===== config.mk =====
export PLATFORM = sky130hd
export DESIGN_NAME = dft_threshold
export DESIGN_NICKNAME = d
export VERILOG_FILES = /design/src/hdl/dft_pkg.sv /design/src/hdl/dft_threshold.sv
export SDC_FILE = /design/constraint.sdc
export NUM_CORES = 1
export LEC_CHECK = 0
export BUFFER_PORTS_ARGS = -buffer_cell sky130_fd_sc_hd__buf_2
export CAP_MARGIN = 5
export CORE_UTILIZATION = 42
export DETAILED_ROUTE_END_ITERATION = 10
export PLACE_DENSITY_LB_ADDON = 0.3
export SLEW_MARGIN = 20
export SYNTH_ARGS = -nofsm -noshare
export SYNTH_HDL_FRONTEND = slang
export SYNTH_SLANG_ARGS = --single-unit

===== constraint.sdc =====
create_clock -name clk_i -period 1.8 [get_ports clk_i]
set_input_delay 0.09 -clock clk_i [delete_from_list [all_inputs] [get_ports clk_i]]
set_output_delay 0.09 -clock clk_i [all_outputs]
set_load 0.005 [all_outputs]

===== src/hdl/dft_pkg.sv =====
// constants for the descriptor fifo bus request threshold block
package dft_pkg;
   // register byte addresses
   localparam logic [31:0] RX_DESC_THR_ADDR   = 32'h8001_00e0;
   localparam logic [31:0] TX_DESC_THR_ADDR   = 32'h8001_00e4;
   localparam logic [31:0] THR_RESET_VALUE    = 32'h0000_0000;
   // field layout: hard limit in the upper half, soft limit in the lower half
   localparam int          HARD_MSB           = 21;
   localparam int          HARD_LSB           = 16;
   localparam int          SOFT_MSB           = 5;
   localparam int          SOFT_LSB           = 0;
   localparam int          LIMIT_W            = 6;
   localparam int          ZERO_BITS          = 2;
   // fifo level and enqueue count widths
   localparam int          LEVEL_W            = 7;
   localparam int          ENQ_W              = 8;
   // idle qualification: four quiet bus clocks
   localparam int          IDLE_W             = 3;
   localparam logic [2:0]  IDLE_CLOCKS        = 3'h4;
endpackage


===== src/hdl/dft_threshold.sv =====
// descriptor fifo bus request threshold logic with an apb register slave
// Notes on behaviour
// - each queue schedules a descriptor fetch once its empty fifo words exceed a threshold.
// - a scheduled request is not posted while that queue's enqueue count is zero.
// - the soft threshold raises a request only after four quiet bus clocks.
// - the hard threshold raises a request at once regardless of bus activity.
// - the two low bits of every threshold always count as zero.
// - both threshold registers clear to zero on chip reset and ignore soft reset.
// - reserved bits read back without meaning and software writes zero to fixed-zero bits.
//
// Local design decision: the APB register port.
`timescale 1ns/1ps
module dft_threshold (
   input  wire logic                         clk_i,             // 25 mhz bus clock
   input  wire logic                         rstn_i,            // chip reset, sync, low
   input  wire logic                         soft_reset_i,      // mac soft reset
   input  wire logic                         psel_i,            // apb select
   input  wire logic                         penable_i,         // apb enable
   input  wire logic                         pwrite_i,          // apb direction
   input  wire logic [31:0]                  paddr_i,           // apb address
   input  wire logic [31:0]                  pwdata_i,          // apb write data
   output logic      [31:0]                  prdata_o,          // apb read data
   output logic                              pready_o,          // apb ready
   output logic                              pslverr_o,         // unmapped address
   input  wire logic                         ahb_transfer_i,    // a transfer on the bus
   input  wire logic [dft_pkg::LEVEL_W-1:0]  rx_empty_words_i,  // rx fifo empty words
   input  wire logic [dft_pkg::LEVEL_W-1:0]  tx_empty_words_i,  // tx fifo empty words
   input  wire logic [dft_pkg::ENQ_W-1:0]    rx_desc_enqueue_count_i, // rx descriptors ready
   input  wire logic [dft_pkg::ENQ_W-1:0]    tx_desc_enqueue_count_i, // tx descriptors ready
   input  wire logic                         rx_xfer_start_i,   // rx fetch begins
   input  wire logic                         tx_xfer_start_i,   // tx fetch begins
   output logic                              rx_bus_req_o,      // rx descriptor request
   output logic                              tx_bus_req_o,      // tx descriptor request
   output logic                              bus_idle_o         // bus deemed idle
);

   // only the meaningful upper bits of each limit are stored
   localparam int KEEP_W = dft_pkg::LIMIT_W - dft_pkg::ZERO_BITS;

   logic [KEEP_W-1:0]         rx_hard, rx_soft, tx_hard, tx_soft;
   logic [KEEP_W-1:0]         next_rx_hard, next_rx_soft, next_tx_hard, next_tx_soft;
   logic [31:0]               rdata, next_rdata;
   logic [dft_pkg::IDLE_W-1:0] idle_cnt, next_idle_cnt;
   logic                      idle, next_idle;
   logic                      rx_req, tx_req, next_rx_req, next_tx_req;
   logic                      setup, access, rx_hit, tx_hit;
   logic                      rx_hard_hit, rx_soft_hit, tx_hard_hit, tx_soft_hit;

   // limit with its fixed-zero low bits restored
   function automatic logic [dft_pkg::LEVEL_W-1:0] limit_words(input logic [KEEP_W-1:0] f);
      limit_words = dft_pkg::LEVEL_W'({f, {dft_pkg::ZERO_BITS{1'b0}}});
   endfunction

   // register image; reserved bits read as zero
   function automatic logic [31:0] pack_reg(input logic [KEEP_W-1:0] h,
                                             input logic [KEEP_W-1:0] s);
      logic [31:0] v;
      v = 32'h0000_0000;
      v[dft_pkg::HARD_MSB:dft_pkg::HARD_LSB+dft_pkg::ZERO_BITS] = h;
      v[dft_pkg::SOFT_MSB:dft_pkg::SOFT_LSB+dft_pkg::ZERO_BITS] = s;
      pack_reg = v;
   endfunction

   // write-data fields, fixed-zero low bits dropped
   function automatic logic [KEEP_W-1:0] hard_field(input logic [31:0] w);
      hard_field = w[dft_pkg::HARD_MSB:dft_pkg::HARD_LSB+dft_pkg::ZERO_BITS];
   endfunction

   function automatic logic [KEEP_W-1:0] soft_field(input logic [31:0] w);
      soft_field = w[dft_pkg::SOFT_MSB:dft_pkg::SOFT_LSB+dft_pkg::ZERO_BITS];
   endfunction

   // strictly greater: a level equal to the limit asks for nothing
   function automatic logic over_limit(input logic [dft_pkg::LEVEL_W-1:0] e,
                                       input logic [KEEP_W-1:0]          f);
      over_limit = e > limit_words(f);
   endfunction

   assign setup     = psel_i && !penable_i;
   assign access    = psel_i && penable_i;
   assign rx_hit    = (paddr_i == dft_pkg::RX_DESC_THR_ADDR);
   assign tx_hit    = (paddr_i == dft_pkg::TX_DESC_THR_ADDR);
   assign pready_o  = access;
   assign pslverr_o = access && !rx_hit && !tx_hit;
   assign prdata_o  = rdata;

   // register file; soft reset deliberately has no effect here
   always_comb begin
      next_rx_hard = rx_hard;
      next_rx_soft = rx_soft;
      next_tx_hard = tx_hard;
      next_tx_soft = tx_soft;
      next_rdata   = rdata;
      if (setup && !pwrite_i) begin
         next_rdata = rx_hit ? pack_reg(rx_hard, rx_soft) :
                      tx_hit ? pack_reg(tx_hard, tx_soft) : 32'h0000_0000;
      end
      // written low bits are dropped, so limits stay multiples of four
      if (access && pwrite_i && rx_hit) begin
         next_rx_hard = hard_field(pwdata_i);
         next_rx_soft = soft_field(pwdata_i);
      end
      if (access && pwrite_i && tx_hit) begin
         next_tx_hard = hard_field(pwdata_i);
         next_tx_soft = soft_field(pwdata_i);
      end
   end

   always_ff @(posedge clk_i) begin
      if (!rstn_i) begin
         rx_hard <= KEEP_W'(dft_pkg::THR_RESET_VALUE);
         rx_soft <= KEEP_W'(dft_pkg::THR_RESET_VALUE);
         tx_hard <= KEEP_W'(dft_pkg::THR_RESET_VALUE);
         tx_soft <= KEEP_W'(dft_pkg::THR_RESET_VALUE);
         rdata   <= 32'h0000_0000;
      end else begin
         rx_hard <= next_rx_hard;
         rx_soft <= next_rx_soft;
         tx_hard <= next_tx_hard;
         tx_soft <= next_tx_soft;
         rdata   <= next_rdata;
      end
   end

   // bus idle qualification
   always_comb begin
      if (ahb_transfer_i) begin
         next_idle_cnt = '0;
      end else if (idle_cnt == dft_pkg::IDLE_CLOCKS) begin
         next_idle_cnt = idle_cnt;
      end else begin
         next_idle_cnt = idle_cnt + 3'h1;
      end
      next_idle = (next_idle_cnt == dft_pkg::IDLE_CLOCKS);
   end

   always_ff @(posedge clk_i) begin
      if (!rstn_i) begin
         idle_cnt <= '0;
         idle     <= 1'b0;
      end else begin
         idle_cnt <= next_idle_cnt;
         idle     <= next_idle;
      end
   end

   assign bus_idle_o = idle;

   // threshold comparisons
   assign rx_hard_hit = over_limit(rx_empty_words_i, rx_hard);
   assign rx_soft_hit = over_limit(rx_empty_words_i, rx_soft) && idle;
   assign tx_hard_hit = over_limit(tx_empty_words_i, tx_hard);
   assign tx_soft_hit = over_limit(tx_empty_words_i, tx_soft) && idle;

   // one request per queue; a new hit in the start cycle re-arms it
   always_comb begin
      next_rx_req = rx_req && !rx_xfer_start_i;
      next_tx_req = tx_req && !tx_xfer_start_i;
      if ((rx_hard_hit || rx_soft_hit) && rx_desc_enqueue_count_i != '0) begin
         next_rx_req = 1'b1;
      end
      if ((tx_hard_hit || tx_soft_hit) && tx_desc_enqueue_count_i != '0) begin
         next_tx_req = 1'b1;
      end
   end

   always_ff @(posedge clk_i) begin
      if (!rstn_i) begin
         rx_req <= 1'b0;
         tx_req <= 1'b0;
      end else begin
         rx_req <= next_rx_req;
         tx_req <= next_tx_req;
      end
   end

   assign rx_bus_req_o = rx_req;
   assign tx_bus_req_o = tx_req;

   // checks
   property p_hard_now;
      @(posedge clk_i) disable iff (!rstn_i)
      rx_hard_hit && rx_desc_enqueue_count_i != '0 |=> rx_bus_req_o;
   endproperty
   a_hard_now: assert property (p_hard_now) else $error("hard hit gave no request");

   property p_soft_needs_idle;
      @(posedge clk_i) disable iff (!rstn_i)
      $rose(tx_bus_req_o) && !$past(tx_hard_hit) |-> $past(bus_idle_o);
   endproperty
   a_soft_needs_idle: assert property (p_soft_needs_idle)
      else $error("soft request on busy bus");

   property p_enq_gate;
      @(posedge clk_i) disable iff (!rstn_i)
      $rose(rx_bus_req_o) |-> $past(rx_desc_enqueue_count_i) != '0;
   endproperty
   a_enq_gate: assert property (p_enq_gate)
      else $error("request with empty enqueue count");

   property p_hold;
      @(posedge clk_i) disable iff (!rstn_i)
      tx_bus_req_o && !tx_xfer_start_i |=> tx_bus_req_o;
   endproperty
   a_hold: assert property (p_hold) else $error("request dropped before transfer");

   property p_idle_restart;
      @(posedge clk_i) disable iff (!rstn_i)
      ahb_transfer_i |=> !bus_idle_o && idle_cnt == '0;
   endproperty
   a_idle_restart: assert property (p_idle_restart)
      else $error("idle count not restarted");

   property p_idle_four;
      @(posedge clk_i) disable iff (!rstn_i)
      ahb_transfer_i ##1 (!ahb_transfer_i)[*4] |=> bus_idle_o;
   endproperty
   a_idle_four: assert property (p_idle_four)
      else $error("bus not idle after four quiet clocks");

   property p_idle_early;
      @(posedge clk_i) disable iff (!rstn_i)
      ahb_transfer_i ##1 (!ahb_transfer_i)[*3] |-> !bus_idle_o;
   endproperty
   a_idle_early: assert property (p_idle_early) else $error("bus idle too early");

   property p_chip_reset;
      @(posedge clk_i) !rstn_i |=> rx_hard == '0 && rx_soft == '0
                                   && tx_hard == '0 && tx_soft == '0;
   endproperty
   a_chip_reset: assert property (p_chip_reset) else $error("thresholds not cleared");

   property p_soft_reset;
      @(posedge clk_i) disable iff (!rstn_i)
      soft_reset_i && !(access && pwrite_i) |=> $stable(rx_hard) && $stable(tx_soft);
   endproperty
   a_soft_reset: assert property (p_soft_reset)
      else $error("soft reset altered threshold");

   property p_low_zero;
      @(posedge clk_i) disable iff (!rstn_i)
      access && !pwrite_i |-> prdata_o == pack_reg(hard_field(prdata_o), soft_field(prdata_o));
   endproperty
   a_low_zero: assert property (p_low_zero) else $error("threshold low bits not zero");

   property p_tx_hard_now;
      @(posedge clk_i) disable iff (!rstn_i)
      tx_hard_hit && tx_desc_enqueue_count_i != '0 |=> tx_bus_req_o;
   endproperty
   a_tx_hard_now: assert property (p_tx_hard_now)
      else $error("tx hard hit gave no request");

   property p_rx_soft_needs_idle;
      @(posedge clk_i) disable iff (!rstn_i)
      $rose(rx_bus_req_o) && !$past(rx_hard_hit) |-> $past(bus_idle_o);
   endproperty
   a_rx_soft_needs_idle: assert property (p_rx_soft_needs_idle)
      else $error("rx soft request on busy bus");

   property p_tx_enq_gate;
      @(posedge clk_i) disable iff (!rstn_i)
      $rose(tx_bus_req_o) |-> $past(tx_desc_enqueue_count_i) != '0;
   endproperty
   a_tx_enq_gate: assert property (p_tx_enq_gate)
      else $error("tx request with empty enqueue count");

   property p_rx_hold;
      @(posedge clk_i) disable iff (!rstn_i)
      rx_bus_req_o && !rx_xfer_start_i |=> rx_bus_req_o;
   endproperty
   a_rx_hold: assert property (p_rx_hold)
      else $error("rx request dropped before transfer");

   property p_idle_saturate;
      @(posedge clk_i) disable iff (!rstn_i)
      bus_idle_o && !ahb_transfer_i |=> bus_idle_o && idle_cnt == dft_pkg::IDLE_CLOCKS;
   endproperty
   a_idle_saturate: assert property (p_idle_saturate)
      else $error("idle count left saturation");

   property p_busy_no_soft;
      @(posedge clk_i) disable iff (!rstn_i)
      !tx_bus_req_o && !tx_hard_hit && !bus_idle_o |=> !tx_bus_req_o;
   endproperty
   a_busy_no_soft: assert property (p_busy_no_soft)
      else $error("request raised on busy bus without hard hit");

   property p_enq_zero_blocks;
      @(posedge clk_i) disable iff (!rstn_i)
      !rx_bus_req_o && rx_desc_enqueue_count_i == '0 |=> !rx_bus_req_o;
   endproperty
   a_enq_zero_blocks: assert property (p_enq_zero_blocks)
      else $error("request posted with no descriptors");

   property p_write_lands;
      @(posedge clk_i) disable iff (!rstn_i)
      access && pwrite_i && rx_hit |=> rx_hard == hard_field($past(pwdata_i))
                                       && rx_soft == soft_field($past(pwdata_i));
   endproperty
   a_write_lands: assert property (p_write_lands)
      else $error("rx threshold write not stored");

   c_hard: cover property (@(posedge clk_i) rx_hard_hit ##1 rx_bus_req_o);
   c_soft: cover property (@(posedge clk_i) tx_soft_hit && !tx_hard_hit ##1 tx_bus_req_o);
   c_start: cover property (@(posedge clk_i) rx_bus_req_o && rx_xfer_start_i);
   c_write: cover property (@(posedge clk_i) access && pwrite_i && tx_hit);
   c_idle: cover property (@(posedge clk_i) $rose(bus_idle_o));

endmodule // dft_threshold


==> results.sh <==
export IMPL_synth_area_top_cells="dfxtp_1 (29%), mux2i_1 (12%), ha_1 (11%)"
export IMPL_async_reset_ff_share_pct=0
export IMPL_synth_top_family_by_area="simple AND/OR/NAND/NOR gates"
export IMPL_rrSetupSlack_ns=0.24
export IMPL_core_sq_um=4750
export IMPL_grt_start_max_net_pins=35
export IMPL_cts_path_max_buffers=2
export IMPL_yosysTopAreaCell="dfxtp_1"
export IMPL_hold_violations=0
export IMPL_yosysUniqueCellTypes=33
export IMPL_cellPowerDensity_nw_per_um2=534
export IMPL_cts_tree="built"
export IMPL_chipHeight_microns=72.4
export IMPL_critPathRequiredTime_ns=1.96
export IMPL_io_buffer_count=90
export IMPL_p_sw_mw=0.362
export IMPL_nets=456
export IMPL_ctsResizeCount=0
export IMPL_layout_min_cycle_time_ns=1.56
export IMPL_antenna_left=0
export IMPL_holdPathEnd="bus_idle_o"
export IMPL_clockRootBuffer="clkbuf_8"
export IMPL_ir_worst_vdd_uv=557
export IMPL_drt_initial_drc_count=65
export IMPL_pin_count=140
export IMPL_cap_violations=0
export IMPL_finalMaxSlewViolations=0
export IMPL_worstPathMaxFanout=3
export IMPL_status="completed"
export IMPL_p_int_mw=1.04
export IMPL_syn_to_final_growth_pct=25.7
export IMPL_rows=25
export IMPL_critPathArrivalTime_ns=1.72
export IMPL_die_x_microns=72.4
export IMPL_cts_made_buffers=5
export IMPL_die_area_sq_um=5240
export IMPL_path_buf_inv=0
export IMPL_routed_via_count=1907
export IMPL_grt_pass1_wl_microns=7290
export IMPL_r2r_cells=4
export IMPL_wl_microns=4520
export IMPL_clk_pin_slew_ns=0.06
export IMPL_place_area_sq_um=2540
export IMPL_slowest_delay_ns=0.58
export IMPL_power_frac_comb_pct=15.4
export IMPL_cp_slowest_cell="or4b_2"
export IMPL_p_sw_share_pct=25.9
export IMPL_min_from="ahb_transfer_i"
export IMPL_cp_cell_sequence="ha_1 -> or4b_2 -> o22ai_1 -> a31oi_1"
export IMPL_fmax_ghz=0.640
export IMPL_gp_congestion=0.865
export IMPL_finalPower_mw=1.40
export IMPL_yosysWarnings=0
export IMPL_h_tree_depth=2
export IMPL_tns_ns=0
export IMPL_synth_edf_count=0
export IMPL_critPathKind="reg -> reg"
export IMPL_first_pass_iters=4
export IMPL_cp_end_kind="register"
export IMPL_synth_xor_area_share_pct=0.421
export IMPL_critPathLaunchType="register"
export IMPL_setup_ws_ns=0.239
export IMPL_hold_path_class="in -> reg"
export IMPL_overflow=0
export IMPL_synthSimpleGateAreaFrac_pct=27.3
export IMPL_p_leak_nw=1.18
export IMPL_period_share_pct=86.7
export IMPL_syn_inst=243
export IMPL_hpwlAfterDp_microns=3740
export IMPL_vias_per_cell=4.74
export IMPL_r2r_end="tx_bus_req_o"
export IMPL_initial_utilization_pct=43.8
export IMPL_yosys_top_cells_count="nand2_1 (43), dfxtp_1 (30), buf_4 (24), mux2i_1 (24), ha_1 (18)"
export IMPL_antenna_found_initial=0
export IMPL_pwr_share_clk_pct=36.4
export IMPL_design_area_sq_um=2620
export IMPL_cpLargestDelayFamily="simple AND/OR/NAND/NOR gates"
export IMPL_r2r_start="tx_hard[0]"
export IMPL_critPathLaunch="tx_hard[0]"
export IMPL_power_frac_seq_pct=48.2
export IMPL_finalSetupViolCount=0
export IMPL_diodes=0
export IMPL_clk_latency_ns=0.28
export IMPL_rsz0062_at_grt="no"
export IMPL_cts_setup_buffers=0
export IMPL_synth_compound_area_share_pct=7.28
export IMPL_drive_gt1_share_pct=32.8
export IMPL_finClkSkew_ns=0.00339
export IMPL_synthMuxAreaShare_pct=11.5
export IMPL_grt_usage_pct=17.8
export IMPL_synth_seq_cells=30
export IMPL_wl_per_cell_microns=11.2
export IMPL_grt_pass1_vias=1763
export IMPL_clock_sinks=30
export IMPL_yosys_area_share_adder_pct=10.8
export IMPL_drc=0
export IMPL_synth_avg_cell_area_sq_um=8.56
export IMPL_ys_flop_type="dfxtp_1"
export IMPL_synth_top_cell_area_share_pct=28.9
export IMPL_ys_seq_area_share_pct=28.9
export IMPL_hold_depth=2
export IMPL_ctsHoldBuffers=0
export IMPL_syn_area_sq_um=2080
export IMPL_yosysMostFrequentCell="nand2_1"
export IMPL_pre_cts_ws_ns=0.136
-- worst register-to-register path: stages (launching register included) --
cell,delay [ns]
dfxtp_1,0.34
ha_1,0.28
or4b_2,0.58
o22ai_1,0.15
a31oi_1,0.09
-- layer usage --
metal,share of wire [%],global-route usage (%),routed length [microns]
met5,0,0,0
met2,50,33.0,2270
met1,43,19.6,1920
met3,6.5,4.44,292
met4,0.88,6.32,40
-- flip-flops by register name, summed over array words and instances (netlist names) --
name / flops
idle_cnt: 3
bus_idle_o: 1
prdata_o: 8
tx_hard: 4
tx_bus_req_o: 1
rx_soft: 4
tx_soft: 4
rx_hard: 4
rx_bus_req_o: 1
-- power groups by stage --
stage	logic (mW)	clock network, mW	registers [mW]
floorplan	0.138	0	0.688
global placement	0.212	0	0.689
detailed placement	0.216	0	0.689
CTS	0.216	0.523	0.674
global route	0.245	0.556	0.674
finish	0.215	0.509	0.674
-- cell usage in the layout, fill, tap and decap left out, drive strengths merged --
cell,instances
nand2b,5
or4b,2
o22ai,2
clkinv,2
xnor2,1
nor4b,2
and4b,1
nand2,43
ha,18
conb,24
buf,94
o31a,1
a211oi,2
nand4,4
nor3,3
dfxtp,30
inv,17
a31oi,2
o21ai,2
a21oi,3
a21boi,8
o311ai,2
nor3b,1
mux2i,24
nand3,7
nor4,10
or4,10
nor2,10
clkbuf,5
-- cells by family after synthesis --
family                     count (synthesis)
adders and majority gates                 18
buffers and inverters                     49
xor gates and xnor gates                   1
AOI/OAI and AO/OA                         22
and+or+nand+nor                           98
DFF                                       30
other                                      1
muxes                                     24
-- layout make-up --
type | instances | area [sq um]
Clock buffer | 5 | 68.8
Clock inverter | 2 | 10.0
Fill cell | 490 | 2140
Inverter | 17 | 63.8
Multi-Input combinational cell | 187 | 1280
Sequential cell | 30 | 601
Tap cell | 67 | 83.8
Timing Repair Buffer | 94 | 505
-- how the worst max path moves through the flow --
stage                     slack (ns)      endpoint  cells past startpoint
after global routing            0.14  tx_bus_req_o                      6
final                           0.24  tx_bus_req_o                      4
after CTS                       0.23  tx_bus_req_o                      4
after floorplan                 0.25    tx_hard[0]                      5
after detailed placement        0.14   prdata_o[2]                      5
after global placement          0.15  prdata_o[21]                      5
-- stage by stage --
step                util (%)  std cells  hold slack, ns
global route            55.0        402          0.0645
global placement        53.4        395           0.347
finish                  55.0        402          0.0735
detailed placement      53.4        395           0.353
floorplan                  -        266           0.226
CTS                     55.0        402          0.0612
No activity file was read; power rests on OpenSTA's default activity.
